[src/core/i2c_ctrl_pkg.sv]
// Constants for the I2C control channel configuration block
package i2c_ctrl_pkg;

  // Register offsets
  localparam logic [7:0] OFS_PASS_TIMING = 8'h21;
  localparam logic [7:0] OFS_ERR_WD      = 8'h22;
  localparam logic [7:0] OFS_SCRATCH     = 8'h23;

  // Reset values
  localparam logic [7:0] RST_PASS_TIMING = 8'h17;
  localparam logic [7:0] RST_ERR_WD      = 8'h00;
  localparam logic [7:0] RST_SCRATCH     = 8'h00;

  // Field positions, pass and timing register
  localparam int BIT_PASS_ALL  = 7;
  localparam int POS_HOLD_HI   = 6;
  localparam int POS_HOLD_LO   = 4;
  localparam int POS_FILT_HI   = 3;
  localparam int POS_FILT_LO   = 0;

  // Field positions, error and watchdog register
  localparam int BIT_SEQ_ERR   = 7;
  localparam int BIT_SEQ_CLR   = 6;
  localparam int POS_ODLY_HI   = 4;
  localparam int POS_ODLY_LO   = 3;
  localparam int BIT_WR_BLOCK  = 2;
  localparam int BIT_WD_FAST   = 1;
  localparam int BIT_WD_OFF    = 0;

  // Timing figures
  localparam int CLK_PERIOD_PS = 5000;
  localparam int HOLD_STEP_NS  = 50;
  localparam int FILT_STEP_NS  = 10;
  localparam int ODLY_BASE_NS  = 350;
  localparam int ODLY_STEP_NS  = 50;
  localparam int WD_FAST_US    = 50;
  localparam int WD_SLOW_S     = 1;
  localparam int RECOV_HALF_US = 5;

  // Derived cycle counts
  localparam int HOLD_STEP_CYC = (HOLD_STEP_NS * 1000 + CLK_PERIOD_PS - 1) / CLK_PERIOD_PS;
  localparam int FILT_STEP_CYC = (FILT_STEP_NS * 1000 + CLK_PERIOD_PS - 1) / CLK_PERIOD_PS;
  localparam int ODLY_BASE_CYC = (ODLY_BASE_NS * 1000) / CLK_PERIOD_PS;
  localparam int ODLY_STEP_CYC = (ODLY_STEP_NS * 1000) / CLK_PERIOD_PS;
  localparam int WD_FAST_CYC   = (WD_FAST_US * 1000000) / CLK_PERIOD_PS;
  localparam int WD_SLOW_CYC   = (WD_SLOW_S * 200000000);
  localparam int RECOV_HALF_CYC = (RECOV_HALF_US * 1000000) / CLK_PERIOD_PS;
  localparam int RECOV_PULSES  = 9;
  localparam int HOLD_MAX_CYC  = 7 * HOLD_STEP_CYC;
  localparam int ODLY_MAX_CYC  = ODLY_BASE_CYC + 3 * ODLY_STEP_CYC;

  // Watchdog recovery states
  typedef enum logic [1:0]
  {
    WD_WATCH   = 2'b00,
    WD_PULL    = 2'b01,
    WD_RELEASE = 2'b11
  } wd_state_type;

endpackage

[src/core/i2c_control_channel_config.sv]
// I2C control channel pass-through, timing, error and watchdog logic
// Operation
// - With pass-all set, every access not aimed at the own ID is forwarded under the remap ID.
// - With pass-all clear, only accesses aimed at the serializer or remote slave ID go through.
// - Bits 6:4 set the SDA input hold relative to SCL in 50 ns steps.
// - Bits 3:0 set the longest rejected SCL and SDA glitch in 10 ns steps.
// - Status bit 7 reads 1 once a forward channel sequence error is seen, else 0.
// - Writing 1 to bit 6 clears the sequence error status.
// - Bits 4:3 select SDA output delay of 350 ns plus 50 ns per count.
// - With bit 2 set, register writes arriving from the remote side are ignored.
// - The write block never affects forwarding to slaves behind this device.
// - Bit 1 selects a watchdog timeout of about 50 us when set, about 1 s when clear.
// - An enabled watchdog that times out with SDA high marks the bus free.
// - A timeout with SDA low drives 9 clock pulses on SCL to release the bus.
// - Bit 0 disables the watchdog when 1 and enables it when 0.
// - An 8-bit scratch register returns the last value written.
`timescale 1ns/1ps
module i2c_control_channel_config
  import i2c_ctrl_pkg::*;
#(
  parameter int WD_FAST_LIMIT = i2c_ctrl_pkg::WD_FAST_CYC,
  parameter int WD_SLOW_LIMIT = i2c_ctrl_pkg::WD_SLOW_CYC
)
(
  // Clock and reset
  input  wire logic       clock,
  input  wire logic       rst,
  // Register access port
  input  wire logic       reg_wr,
  input  wire logic       reg_rd,
  input  wire logic [7:0] reg_addr,
  input  wire logic [7:0] reg_wdata,
  input  wire logic       reg_remote,
  output logic      [7:0] reg_rdata_r,
  // Address routing
  input  wire logic       tgt_valid,
  input  wire logic [6:0] tgt_id,
  input  wire logic [6:0] own_id,
  input  wire logic [6:0] ser_id,
  input  wire logic [6:0] slave_id,
  input  wire logic [6:0] remap_id,
  output logic            fwd_valid_r,
  output logic      [6:0] fwd_id_r,
  // Control channel error
  input  wire logic       seq_err_event,
  // Bus pins
  input  wire logic       scl_in,
  input  wire logic       sda_in,
  input  wire logic       sda_drive_req,
  output logic            scl_filt_r,
  output logic            sda_filt_r,
  output logic            sda_held_r,
  output logic            sda_oe_r,
  output logic            scl_oe_r,
  output logic            scl_out_r,
  output logic            bus_free_r
);
  import i2c_ctrl_pkg::*;
  logic [7:0]   pass_timing_r;
  logic [4:0]   ctrl_low_r;
  logic         seq_err_r;
  logic [7:0]   scratch_r;
  logic         wr_ok;
  logic         wd_off;
  logic [2:0]   hold_sel;
  logic [3:0]   filt_sel;
  logic [1:0]   odly_sel;
  logic [1:0]   raw_pins;
  logic [1:0]   filt_pins;
  logic [1:0]   prev_pins_r;
  logic [HOLD_MAX_CYC:0] hold_line_r;
  logic [ODLY_MAX_CYC:0] odly_line_r;
  logic [27:0]  idle_cnt_r;
  logic [27:0]  wd_limit;
  logic [15:0]  half_cnt_r;
  logic [3:0]   pulse_cnt_r;
  wd_state_type wd_state_r;

  assign wr_ok    = reg_wr && !(reg_remote && ctrl_low_r[BIT_WR_BLOCK]);
  assign wd_off   = ctrl_low_r[BIT_WD_OFF];
  assign hold_sel = pass_timing_r[POS_HOLD_HI:POS_HOLD_LO];
  assign filt_sel = pass_timing_r[POS_FILT_HI:POS_FILT_LO];
  assign odly_sel = ctrl_low_r[POS_ODLY_HI:POS_ODLY_LO];
  assign raw_pins = {sda_in, scl_in};
  assign filt_pins = {sda_filt_r, scl_filt_r};
  assign wd_limit = ctrl_low_r[BIT_WD_FAST] ? 28'(WD_FAST_LIMIT) : 28'(WD_SLOW_LIMIT);
  ////////////////////////////////////////////////////////////////////////////
  // Register writes
  always_ff @(posedge clock)
  begin
    if (rst)
    begin
      pass_timing_r <= RST_PASS_TIMING;
      ctrl_low_r    <= RST_ERR_WD[4:0];
      scratch_r     <= RST_SCRATCH;
    end
    else if (wr_ok)
    begin
      if (reg_addr == OFS_PASS_TIMING)
        pass_timing_r <= reg_wdata;
      if (reg_addr == OFS_ERR_WD)
        ctrl_low_r <= {reg_wdata[4:3], reg_wdata[2:0]};
      if (reg_addr == OFS_SCRATCH)
        scratch_r <= reg_wdata;
    end
  end

  // Sequence error flag, set wins over clear
  always_ff @(posedge clock)
  begin
    if (rst)
      seq_err_r <= 1'b0;
    else if (seq_err_event)
      seq_err_r <= 1'b1;
    else if (wr_ok && reg_addr == OFS_ERR_WD && reg_wdata[BIT_SEQ_CLR])
      seq_err_r <= 1'b0;
  end

  // Register reads
  always_ff @(posedge clock)
  begin
    if (rst)
      reg_rdata_r <= 8'h00;
    else if (reg_rd)
    begin
      case (reg_addr)
        OFS_PASS_TIMING: reg_rdata_r <= pass_timing_r;
        OFS_ERR_WD:      reg_rdata_r <= {seq_err_r, 2'b00, ctrl_low_r};
        OFS_SCRATCH:     reg_rdata_r <= scratch_r;
        default:         reg_rdata_r <= 8'h00;
      endcase
    end
  end
  ////////////////////////////////////////////////////////////////////////////
  // Pass-through decision, independent of the write block
  always_ff @(posedge clock)
  begin
    if (rst)
    begin
      fwd_valid_r <= 1'b0;
      fwd_id_r    <= 7'h00;
    end
    else
    begin
      fwd_valid_r <= 1'b0;
      if (tgt_valid && tgt_id != own_id)
      begin
        if (pass_timing_r[BIT_PASS_ALL])
        begin
          fwd_valid_r <= 1'b1;
          fwd_id_r    <= remap_id;
        end
        else if (tgt_id == ser_id || tgt_id == slave_id)
        begin
          fwd_valid_r <= 1'b1;
          fwd_id_r    <= tgt_id;
        end
      end
    end
  end
  ////////////////////////////////////////////////////////////////////////////
  // Glitch filters for SCL and SDA
  genvar g;
  generate
    for (g = 0; g < 2; g++)
    begin : gen_filt
      logic [5:0] stab_cnt_r;
      logic       filt_r;
      always_ff @(posedge clock)
      begin
        if (rst)
        begin
          stab_cnt_r <= 6'h00;
          filt_r     <= 1'b1;
        end
        else if (raw_pins[g] == filt_r)
          stab_cnt_r <= 6'h00;
        else if (stab_cnt_r >= 6'(filt_sel * FILT_STEP_CYC))
        begin
          filt_r     <= raw_pins[g];
          stab_cnt_r <= 6'h00;
        end
        else
          stab_cnt_r <= stab_cnt_r + 6'h01;
      end
    end
  endgenerate

  always_ff @(posedge clock)
  begin
    if (rst)
    begin
      scl_filt_r <= 1'b1;
      sda_filt_r <= 1'b1;
    end
    else
    begin
      scl_filt_r <= gen_filt[0].filt_r;
      sda_filt_r <= gen_filt[1].filt_r;
    end
  end
  ////////////////////////////////////////////////////////////////////////////
  // SDA input hold and SDA output delay lines
  always_ff @(posedge clock)
  begin
    if (rst)
    begin
      hold_line_r <= '1;
      odly_line_r <= '0;
      sda_held_r  <= 1'b1;
      sda_oe_r    <= 1'b0;
    end
    else
    begin
      hold_line_r <= {hold_line_r[HOLD_MAX_CYC-1:0], sda_filt_r};
      odly_line_r <= {odly_line_r[ODLY_MAX_CYC-1:0], sda_drive_req};
      sda_held_r  <= hold_line_r[hold_sel * HOLD_STEP_CYC];
      sda_oe_r    <= odly_line_r[ODLY_BASE_CYC + odly_sel * ODLY_STEP_CYC];
    end
  end
  ////////////////////////////////////////////////////////////////////////////
  // Bus watchdog
  always_ff @(posedge clock)
  begin
    if (rst)
    begin
      prev_pins_r <= 2'b11;
      idle_cnt_r  <= 28'h0000000;
    end
    else
    begin
      prev_pins_r <= filt_pins;
      if (wd_off || wd_state_r != WD_WATCH || filt_pins != prev_pins_r)
        idle_cnt_r <= 28'h0000000;
      else if (idle_cnt_r < wd_limit)
        idle_cnt_r <= idle_cnt_r + 28'h0000001;
    end
  end

  always_ff @(posedge clock)
  begin
    if (rst)
    begin
      wd_state_r  <= WD_WATCH;
      half_cnt_r  <= 16'h0000;
      pulse_cnt_r <= 4'h0;
      scl_oe_r    <= 1'b0;
      scl_out_r   <= 1'b0;
      bus_free_r  <= 1'b0;
    end
    else
    begin
      case (wd_state_r)
        WD_WATCH:
        begin
          scl_oe_r    <= 1'b0;
          pulse_cnt_r <= 4'h0;
          half_cnt_r  <= 16'h0000;
          if (wd_off || filt_pins != prev_pins_r)
            bus_free_r <= 1'b0;
          else if (idle_cnt_r >= wd_limit && sda_filt_r)
            bus_free_r <= 1'b1;
          else if (idle_cnt_r >= wd_limit)
          begin
            wd_state_r <= WD_PULL;
            scl_oe_r   <= 1'b1;
          end
        end
        WD_PULL:
        begin
          if (half_cnt_r >= 16'(RECOV_HALF_CYC - 1))
          begin
            half_cnt_r  <= 16'h0000;
            scl_oe_r    <= 1'b0;
            pulse_cnt_r <= pulse_cnt_r + 4'h1;
            wd_state_r  <= WD_RELEASE;
          end
          else
            half_cnt_r <= half_cnt_r + 16'h0001;
        end
        WD_RELEASE:
        begin
          if (half_cnt_r >= 16'(RECOV_HALF_CYC - 1))
          begin
            half_cnt_r <= 16'h0000;
            if (pulse_cnt_r >= 4'(RECOV_PULSES))
              wd_state_r <= WD_WATCH;
            else
            begin
              scl_oe_r   <= 1'b1;
              wd_state_r <= WD_PULL;
            end
          end
          else
            half_cnt_r <= half_cnt_r + 16'h0001;
        end
        default:
          wd_state_r <= WD_WATCH;
      endcase
    end
  end
  ////////////////////////////////////////////////////////////////////////////
  // Checks
  pass_all_a: assert property (@(posedge clock) disable iff (rst)
    tgt_valid && tgt_id != own_id && pass_timing_r[BIT_PASS_ALL]
    |=> fwd_valid_r && fwd_id_r == $past(remap_id))
    else $error("pass-all access not remapped");
  pass_match_a: assert property (@(posedge clock) disable iff (rst)
    tgt_valid && !pass_timing_r[BIT_PASS_ALL] && tgt_id != own_id
    |=> fwd_valid_r == $past(tgt_id == ser_id || tgt_id == slave_id))
    else $error("selective pass-through wrong");
  own_id_a: assert property (@(posedge clock) disable iff (rst)
    tgt_valid && tgt_id == own_id |=> !fwd_valid_r)
    else $error("own ID access forwarded");
  seq_set_a: assert property (@(posedge clock) disable iff (rst)
    seq_err_event |=> seq_err_r ##1 (seq_err_r || $past(reg_wr)))
    else $error("sequence error not flagged");
  seq_clear_a: assert property (@(posedge clock) disable iff (rst)
    wr_ok && reg_addr == OFS_ERR_WD && reg_wdata[BIT_SEQ_CLR] && !seq_err_event
    |=> !seq_err_r)
    else $error("sequence error not cleared");
  write_block_a: assert property (@(posedge clock) disable iff (rst)
    reg_wr && reg_remote && ctrl_low_r[BIT_WR_BLOCK] |=> $stable(scratch_r)
    && $stable(pass_timing_r))
    else $error("remote write not blocked");
  scratch_echo_a: assert property (@(posedge clock) disable iff (rst)
    wr_ok && reg_addr == OFS_SCRATCH |=> scratch_r == $past(reg_wdata))
    else $error("scratch value lost");
  wd_disable_a: assert property (@(posedge clock) disable iff (rst)
    wd_off && wd_state_r == WD_WATCH |=> idle_cnt_r == 28'h0000000 && !bus_free_r)
    else $error("disabled watchdog still active");
  bus_free_a: assert property (@(posedge clock) disable iff (rst)
    wd_state_r == WD_WATCH && !wd_off && idle_cnt_r >= wd_limit && sda_filt_r
    && filt_pins == prev_pins_r |=> bus_free_r)
    else $error("free bus not detected");
  pulse_count_a: assert property (@(posedge clock) disable iff (rst)
    pulse_cnt_r <= 4'(RECOV_PULSES))
    else $error("too many recovery pulses");
endmodule

[config.mk]
export PLATFORM = sky130hd
export DESIGN_NAME = i2c_control_channel_config
export DESIGN_NICKNAME = d
export VERILOG_FILES = /design/src/core/i2c_ctrl_pkg.sv /design/src/core/i2c_control_channel_config.sv
export SDC_FILE = /design/constraint.sdc
export NUM_CORES = 1
export LEC_CHECK = 0
export ABC_AREA = 1
export BUFFER_PORTS_ARGS = -buffer_cell sky130_fd_sc_hd__buf_2
export CORE_AREA = 2 2 147 149
export CTS_CLUSTER_SIZE = 20
export DETAILED_ROUTE_END_ITERATION = 8
export DIE_AREA = 0 0 149 151
export PLACE_DENSITY = 0.8
export SLEW_MARGIN = 5
export SYNTH_ARGS = -nofsm -noshare
export SYNTH_HDL_FRONTEND = slang
export SYNTH_SLANG_ARGS = --single-unit
[constraint.sdc]
create_clock -name clock -period 2 [get_ports clock]
set_input_delay 0.2 -clock clock [delete_from_list [all_inputs] [get_ports clock]]
set_output_delay 0.2 -clock clock [all_outputs]
set_load 0.01 [all_outputs]
== Word level (Yosys, flattened, before mapping) ==
Index checks and enable logic that the tools add are counted.
Cells by class
  $add $sub $neg: 6
  multiply operators: 2
  order comparisons: 8
  eq/ne operators: 17
  muxes and demuxes: 32
  bitwise logic cells: 3
  reduce and logical (&&, ||, !) cells: 34
Operators by type and width (number)
  16-bit case mux with 2 select lines: 1
  28-bit by 1-bit adder with 28-bit output (second input constant): 1
  28-bit >= comparator: 1
  28-bit less-than comparator: 1
  28-bit two-way mux: 1
  8-bit by 6-bit == test with 1-bit output (second input constant): 3
  8-bit case mux with 3 select lines: 1
  16-bit by 1-bit adder with 16-bit output (second input constant): 1
  16-bit by 10-bit >= comparator with 1-bit output (second input constant): 1
  16-bit two-way mux: 1
  2-bit AND reduction: 8
  1-bit two-way mux: 15
  7-bit == test: 2
  7-bit two-way mux: 2
  6-bit by 1-bit adder with 6-bit output (second input constant): 2
  6-bit by 5-bit >= comparator with 1-bit output: 2
  2-bit != test (second input constant): 6
  2-bit nonzero test: 6
  2-bit two-way mux: 5
  7-bit by 6-bit adder with 8-bit output (first input constant): 1
  7-bit by 8-bit less-than comparator with 1-bit output (second input constant): 1
  8-bit less-than comparator (second input constant): 1
  4-bit case mux with 2 select lines: 1
  1-bit binary-select mux with 7-bit select: 1
  other kinds (23): 37
Storage, ports and cells
  register bits after elaboration: 282
  input bits: 61
  output and inout bits: 23

== Depth between registers and ports, before layout ==
Gate-level depths: netlist of the first run.
  depth after elaboration: 7
  mapped depth: 16
  gate-level depth less buffers: 15

== Worst setup path before layout of the first run ==
Ideal clock, no wire load.
  path type: reg2reg
  from: reg ctrl_low_r[1]
  to: reg idle_cnt_r[20]
  arrival: 1893 ps
  required time: 1868 ps
  path slack: -25 ps
  stages on the path, launching flop included: 14
  buffers on the path: 2
  period minus slack after synthesis: 2025 ps
  cells stage by stage: dfxtp_1 inv_1 ha_1 nand2_1 nor2_1 nand2_1 nor2_1 nand2_1 nand3_4 inv_2 buf_6 buf_6 nand2_1 a21oi_1
On the way
  longest elaborated chain between the ends: 2
RTL lines
  from (decl): line i2c_control_channel_config.sv:60  | logic [4:0] ctrl_low_r;
  from (signal assigned): line i2c_control_channel_config.sv:94  | ctrl_low_r <= RST_ERR_WD[4:0];
  from (signal assigned): line i2c_control_channel_config.sv:102  | ctrl_low_r <= {reg_wdata[4:3], reg_wdata[2:0]};
  28-bit two-way mux: line i2c_control_channel_config.sv:86  | assign wd_limit = ctrl_low_r[BIT_WD_FAST] ? 28'(WD_FAST_LIMIT) : 28'(WD_SLOW_LIMIT);
  28-bit less-than comparator: line i2c_control_channel_config.sv:235  | else if (idle_cnt_r < wd_limit)
  to (signal assigned): line i2c_control_channel_config.sv:236  | idle_cnt_r <= idle_cnt_r + 28'h0000001;
  to (decl): line i2c_control_channel_config.sv:73  | logic [27:0] idle_cnt_r;
Every way passes these cells.
A chain may end at the register's enable or synchronous reset.

== Final worst setup path of the first run ==
  from: reg ctrl_low_r[1]
  to: reg idle_cnt_r[21]
Same word-level chain as after synthesis.

==> summary.md, run 1 <==
| Metric | Value |
|---|---|
| Drt first pass iters | 5 |
| Switching share of power | 0.2122 |
| Chip width | approximately 150 um |
| Setup crit start kind | flip-flop |
| Synthesized area | about 0.011 mm2 |
| R2R setup slack | -0.07 ns |
| Relative max-transition margin | 0.6525 |
| Asr flop ratio synth | 0 |
| Gate power share | 0.035 |
| Synth cell types | between 40 and 50 |
| Largest net degree at the start of global routing | 125 |
| GP Congestion | between 0.9 and 1 |
| Final net count | ~1,600 |
| Total GRT Usage | 0.2087 |
| Core area | between 0.02 and 0.025 mm2 |
| Residual DRC | 0 |
| H-tree levels | 1 |
| Post-synth top cells | dfxtp_1 (281), inv_1 (212), nand2_1 (210) |
| Row count | 53 |
| Post-synth top area share | 0.5062 |
| VDD IR-drop max | roughly 0.71 mV |
| Wirelength per Cell | about 13 um |
| Clk_lat worst skew | 0.55 ns |
| Slew Viols, Final | 0 |
| Total of max-cap violations | 0 |
| Arrival time worst endpoint | approximately 2.5 ns |
| CTS root buf | clkbuf_16 |
| Number of port buffers | between 80 and 90 |
| Final setup fails | 7 |
| Int Pwr | about 9100 uW |
| Clock power frac | 0.478 |
| Min cycle time layout | between 2 and 2.5 ns |
| Die H | between 150 and 200 um |
| Sw Pwr | approximately 2500 uW |
| Area leader, netlist | dfxtp_1 |
| Post-synth EDFFs | 0 |
| Buffer depth of the longest clock path | 3 |
| First-pass GRT wire length | between 30 and 40 mm |
| Hold Crit Class | input port to flip-flop |
| Most used DFF post-synth | dfxtp_1 |
| LEAKAGE | ~0.0054 uW |
| Vias per inst | 5.010 |
| Slew @ Worst Pin | around 0.52 ns |
| Cell with the most instances after synthesis | dfxtp_1 |
| Layout cell share with drive strength beyond 1 | 0.1779 |
| CP Capture Type | flip-flop |
| Num ports | 84 |
| Tcrit/Tclk final | 1.035 |
| Placed instance area | ~0.012 mm2 |
| CTS buffer count | 28 |
| Die area | roughly 0.022 mm2 |
| Clock transition at the registers of the reported paths | around 0.070 ns |
| Yosys warnings | 0 |
| Fin cells | roughly 1,800 |
| Total wire length | about 24 mm |
| Crit Path Category | flip-flop to flip-flop |
| #FFs+latches synth | roughly 280 |
| Initial antenna violation count | 0 |
| Via count | around 9,000 |
| Dominant cells by area after synthesis | dfxtp_1 (51%), inv_1 (7.2%), nand2_1 (7.1%) |
| TritonCTS clock tree | yes |
| Max FO, Critical Path | 8 |
| Cell count after synthesis | 1,405 |
| Synthesized net count | ~1,500 |
| ANT cells | 0 |
| Clock skew | 0.008264 ns |
| DRT iter0 DRCs | around 590 |
| Synthesis-to-layout area growth | 20.12% |
| Power density over cell area | 866.5 mW/mm2 |
| Flop pwr share | 0.487 |
| Fmax | between 400 and 500 MHz |
| Worst path required time | approximately 2.4 ns |
| GR Overflow Total | 0 |
| Setup ws final | -0.07056 ns |
| Final hold vios | 0 |
| Fraction of the yosys area taken by sequential cells | 0.5062 |
| Mean Syn Cell Area | 7.910 um2 |
| Outcome | finished, violations left |
| Final core occ | 0.6411 |
| Post-route cell area | between 0.01 and 0.015 mm2 |
| Failing checks | negative setup slack |
| Placed Cells | between 1,500 and 2,000 |
| Antenna viol nets, final | 0 |
| Vias in the first global route | 8,633 |
| Tot Pwr | between 10,000 and 15,000 uW |
| Starting Density | 0.5337 |
| RSZ-0062 raised after global routing | yes |
| Clock sinks | 281 |
| Post-DP HPWL | about 16 mm |
layout make-up:
cell class	count	area (um2)
multi-input cells	860	4648
repair buffers	131	890.9
fillers	1691	7473
well taps	275	344.1
clock buffers	40	805.8
inverters	222	840.8
flip-flops and latches	281	5630
clock inverters	12	188.9
worst max-delay path, stage by stage (launching register included):
cell and delay, ns:
dfxtp_4 0.40, ha_1 0.31, nand2_1 0.09, inv_1 0.06
nand2_1 0.13, nand2_2 0.10, a21oi_4 0.21, nand3_4 0.16
buf_12 0.17, nor3_4 0.12, nand2_1 0.07, nor3b_1 0.13
registers in the layout (all words and copies together), names as in the netlist, 2 cells and up:
name                 count
odly_line_r            101
hold_line_r             71
idle_cnt_r              28
half_cnt_r              16
gen_filt.stab_cnt_r     12
pass_timing_r            8
reg_rdata_r              8
scratch_r                8
fwd_id_r                 7
ctrl_low_r               5
pulse_cnt_r              4
gen_filt.filt_r          2
wd_state_r               2
power groups by stage:
stage          Combinational [uW]  Clock (uW)  Sequential [uW]
2_1_floorplan                 219           0             5760
3_3_place_gp                  357           0             5760
3_5_place_dp                  368           0             5760
4_1_cts                       397        5630             5640
5_1_grt                       445        5870             5640
6_report                      403        5530             5640
cell families after synthesis:
family | count (synthesis) | share of synthesized area
fa+ha+maj | 36 | 0.04053
xor+xnor | 43 | 0.03389
flops | 281 | 0.5062
other cells | 1 | 0.0003374
simple gates | 597 | 0.2367
buf+inv | 264 | 0.09243
compound gates | 183 | 0.08996
repair_timing:
action                                  4_1_cts  5_1_grt
pin swaps                                     1        7
setup buffers                                 0        4
endpoints found under the setup margin        6       43
hold buffers                                 18        0
hold endpoints to repair                     30        0
resized for setup                             5       37
per-stage QoR:
| stage | hold slack [ns] | TNS, ns | worst slack, ns |
|---|---|---|---|
| floorplan | 0.3070 | 0 | 0.1279 |
| global placement | 0.3893 | 0 | 0.02616 |
| detailed placement | 0.3916 | -0.02059 | -0.01205 |
| CTS | 0.001034 | -0.00004996 | -0.00004996 |
| global route | 0.03813 | -2.827 | -0.1641 |
| finish | 0.003742 | -0.1660 | -0.07056 |
layout by cell type, fill, tap and decap left out, types with 3 or more instances in the layout:
cell / count
nor3_2: 3
a21boi_0: 3
nor4_1: 4
o21ai_1: 3
clkinv_1: 4
nand4_1: 18
clkbuf_16: 28
o221ai_1: 11
a21oi_1: 77
bufinv_16: 4
o21ai_0: 70
ha_1: 28
nor2_4: 3
or2_2: 72
clkbuf_1: 6
nor3_1: 25
clkbuf_8: 6
xor2_1: 27
dlygate4sd3_1: 18
buf_12: 4
ha_4: 8
nand2_1: 204
nor2_1: 207
buf_4: 25
dfxtp_1: 279
nand2_2: 7
o22ai_1: 4
nand3_1: 38
inv_2: 7
inv_1: 209
o211ai_1: 4
clkinv_2: 6
nand3_2: 3
nor3b_1: 4
xnor2_1: 16
buf_2: 81
per-layer routing:
metal | routed length, um | GRT usage | vias up | part of all wire
met2 | 11240 | 0.3627 | 292 | 0.47
met3 | 1427 | 0.03735 | 61 | 0.059
li1 | - | - | 4621 | -
met1 | 10710 | 0.2636 | 4149 | 0.45
met4 | 660 | 0.06857 | 0 | 0.027
met5 | 0 | 0 | - | 0
path summary, 6_finish.rpt:
check,startpoint,to,cells past startpoint
setup / recovery,ctrl_low_r[1]$_SDFFE_PP0P_,idle_cnt_r[21]$_SDFFE_PP0P_,11
hold / removal,remap_id[4],fwd_id_r[4]$_SDFFE_PP0P_,5
setup reg to reg,ctrl_low_r[1]$_SDFFE_PP0P_,idle_cnt_r[21]$_SDFFE_PP0P_,11
hold reg to reg,odly_line_r[17]$_SDFF_PP0_,odly_line_r[18]$_SDFF_PP0_,2
No activity file was read; power rests on OpenSTA's default activity.
==> inputs of run 2 (changes only) <==
==> constraint.sdc (replaced) <==
create_clock -name clock -period 2 [get_ports clock]
set_input_delay 0.4 -clock clock [delete_from_list [all_inputs] [get_ports clock]]
set_output_delay 0.4 -clock clock [all_outputs]
set_load 0.01 [all_outputs]
==> summary.md, run 2 (synthesis gave the netlist of run 1 again) <==
| Metric | Value |
|---|---|
| Outcome | finished, violations left |
| Failing checks | negative setup slack |
| Die H | between 150 and 200 um |
| Clock sinks | 281 |
| Worst path buffer plus inverter count | 4 |
| Metal1 wirelength | between 10 and 15 mm |
| Switching share of power | 0.2075 |
| First-pass GRT wire length | ~38 mm |
| Gate power share | 0.033 |
| Worst path required time | 2.42 ns |
| Row count | between 50 and 60 |
| CP Capture Type | flip-flop |
| TritonCTS clock tree | yes |
| Clock power frac | 0.458 |
| Final net count | ~1,600 |
| Final core occ | 0.6268 |
| GR Overflow Total | 0 |
| Starting Density | 0.5337 |
| Total of max-cap violations | 0 |
| Initial antenna violation count | 0 |
| Via count | about 9,000 |
| Tot Pwr | roughly 11,000 uW |
| Largest net degree at the start of global routing | about 130 |
| Most frequent cells in the layout | dfxtp_1 (280), inv_1 (212), nor2_1 (205), nand2_1 (204), buf_2 (82) |
| Met3 Routed Length | ~1.5 mm |
| Clk_lat worst skew | approximately 0.54 ns |
| LEAKAGE | ~0.0053 uW |
| Power density over cell area | 850.2 mW/mm2 |
| Origin of the critical flop-to-flop path | ctrl_low_r[1]$_SDFFE_PP0P_ |
| Vias per inst | ~5 |
| Top flop regs | odly_line_r (101), hold_line_r (71), idle_cnt_r (28) |
| Total GRT Usage | 0.2023 |
| Hold Crit Class | input port to flip-flop |
| Vias in the first global route | approximately 8,400 |
| DRT iter0 DRCs | roughly 640 |
| Residual DRC | 0 |
| Final hold vios | 0 |
| Drt first pass iters | 7 |
| Number of port buffers | between 80 and 90 |
| Total wire length | about 23 mm |
| Largest Register | odly_line_r |
| Crit Path Category | flip-flop to flip-flop |
| Critical path cell sequence | buf_6, ha_4, nand2_1, nand2_1, nand2_1, nand2_2, a21oi_4, nand3_4, buf_12, buf_4, buf_4, nand2_1, a21oi_2 |
| CTS root buf | clkbuf_16 |
| Clock transition at the registers of the reported paths | around 0.06 ns |
| VDD IR-drop max | around 0.58 mV |
| Clock skew | around 0.008 ns |
| Int Pwr | between 8000 and 9000 uW |
| Setup crit start kind | flip-flop |
| Chip width | 149 um |
| Tcrit/Tclk final | 1.028 |
| Layout cell share with drive strength beyond 1 | 0.1754 |
| Relative max-transition margin | 0.6509 |
| Final setup fails | 5 |
| Synthesis-to-layout area growth | 17.45% |
| Worst hold start | sda_drive_req |
| CTS buffer count | 27 |
| H-tree levels | 1 |
| Post-DP HPWL | 15.92 mm |
| Sw Pwr | ~2300 uW |
| RSZ-0062 raised after global routing | yes |
| Fmax | between 400 and 500 MHz |
| Origin of the worst setup path | ctrl_low_r[1]$_SDFFE_PP0P_ |
| Max FO, Critical Path | 6 |
| Num ports | 84 |
| Buffer depth of the longest clock path | 3 |
| GP Congestion | around 0.92 |
| Antenna viol nets, final | 0 |
| Flop pwr share | 0.508 |
| Routed met2 length | roughly 11 mm |
| Slowest-stage cell, CP | dfxtp_4 |
| Most common cell after layout, fill and taps aside | dfxtp_1 |
| Crit-path max cell delay | approximately 0.37 ns |
| Arrival time worst endpoint | 2.48 ns |
| ANT cells | 0 |
| Setup ws final | -0.05540 ns |
| Slew @ Worst Pin | 0.5236 ns |
| CP top delay family | buffers and inverters |
| Crit path top cell by count | nand2_1 |
| Core area | 0.02082 mm2 |
| Largest register FFs | approximately 100 |
| FILL cells | about 1,800 |
| Max Used Layer | met4 |
| Wirelength per Cell | 12.90 um |
| Slew Viols, Final | 0 |
| Die area | 0.02250 mm2 |
| Min cycle time layout | around 2 ns |
run 2: cell count changes in the layout (fill, tap and decap cells not counted), sizes merged:
cell and delta:
clkinvlp +1, clkbuf -2, clkinv -4, buf +6, bufinv -1, dlygate4sd3 -18
run 2: final timing paths:
check | end | slack [ns] | cells past startpoint
worst max-delay path | idle_cnt_r[26]$_SDFFE_PP0P_ | -0.06 | 13
worst min-delay path | odly_line_r[0]$_SDFF_PP0_ | 0.07 | 3
worst max register to register | idle_cnt_r[26]$_SDFFE_PP0P_ | -0.06 | 13
worst min register to register | odly_line_r[28]$_SDFF_PP0_ | 0.40 | 2
run 2: what timing repair did:
item / CTS / global route
resized for setup: 3 / 33
hold buffers: 0 / 0
setup endpoints to repair: 19 / 36
buffers inserted: 0 / 6
pin swaps: 0 / 8
cloned: 0 / 0
run 2: metal layers:
layer	up-vias	GRT usage
li1	4580	-
met1	4151	0.2552
met2	246	0.3465
met3	45	0.04277
met4	0	0.06667
met5	-	0
run 2: power by group through the flow:
stage	clock, uW	sequential (uW)	combinational (uW)
3_3_place_gp	0	5760	358
3_5_place_dp	0	5760	368
5_1_grt	5390	5640	416
4_1_cts	5200	5640	371
2_1_floorplan	0	5760	219
6_report	5090	5640	371
run 2: worst min-delay path, cell delays in order:
cell and delay, ns:
buf_2 0.08, inv_1 0.03, nor2_1 0.06
run 2: final cells by class:
cell class	instances	area, um2	area share
inverter	222	838.3	0.06423
sequential	281	5629	0.4313
timing repair buffer	119	740.7	0.05675
clock inverter	8	121.4	0.009298
tap	275	344.1	0.02636
clock buffer	38	767.0	0.05876
multi-input combinational	860	4612	0.3533
run 2: stage by stage:
step / hold slack (ns) / setup TNS (ns) / cells / cell area [um2] / setup WS, ns
floorplan: 0.3883 / 0 / 1405 / 11110 / 0.1279
global placement: 0.3883 / 0 / 1751 / 11950 / 0.003251
detailed placement: 0.3920 / -0.2331 / 1751 / 11950 / -0.09230
CTS: 0.06110 / -0.006467 / 1797 / 12850 / -0.006467
global route: 0.06992 / -1.728 / 1803 / 13050 / -0.1860
finish: 0.07121 / -0.1535 / 1803 / 13050 / -0.05540
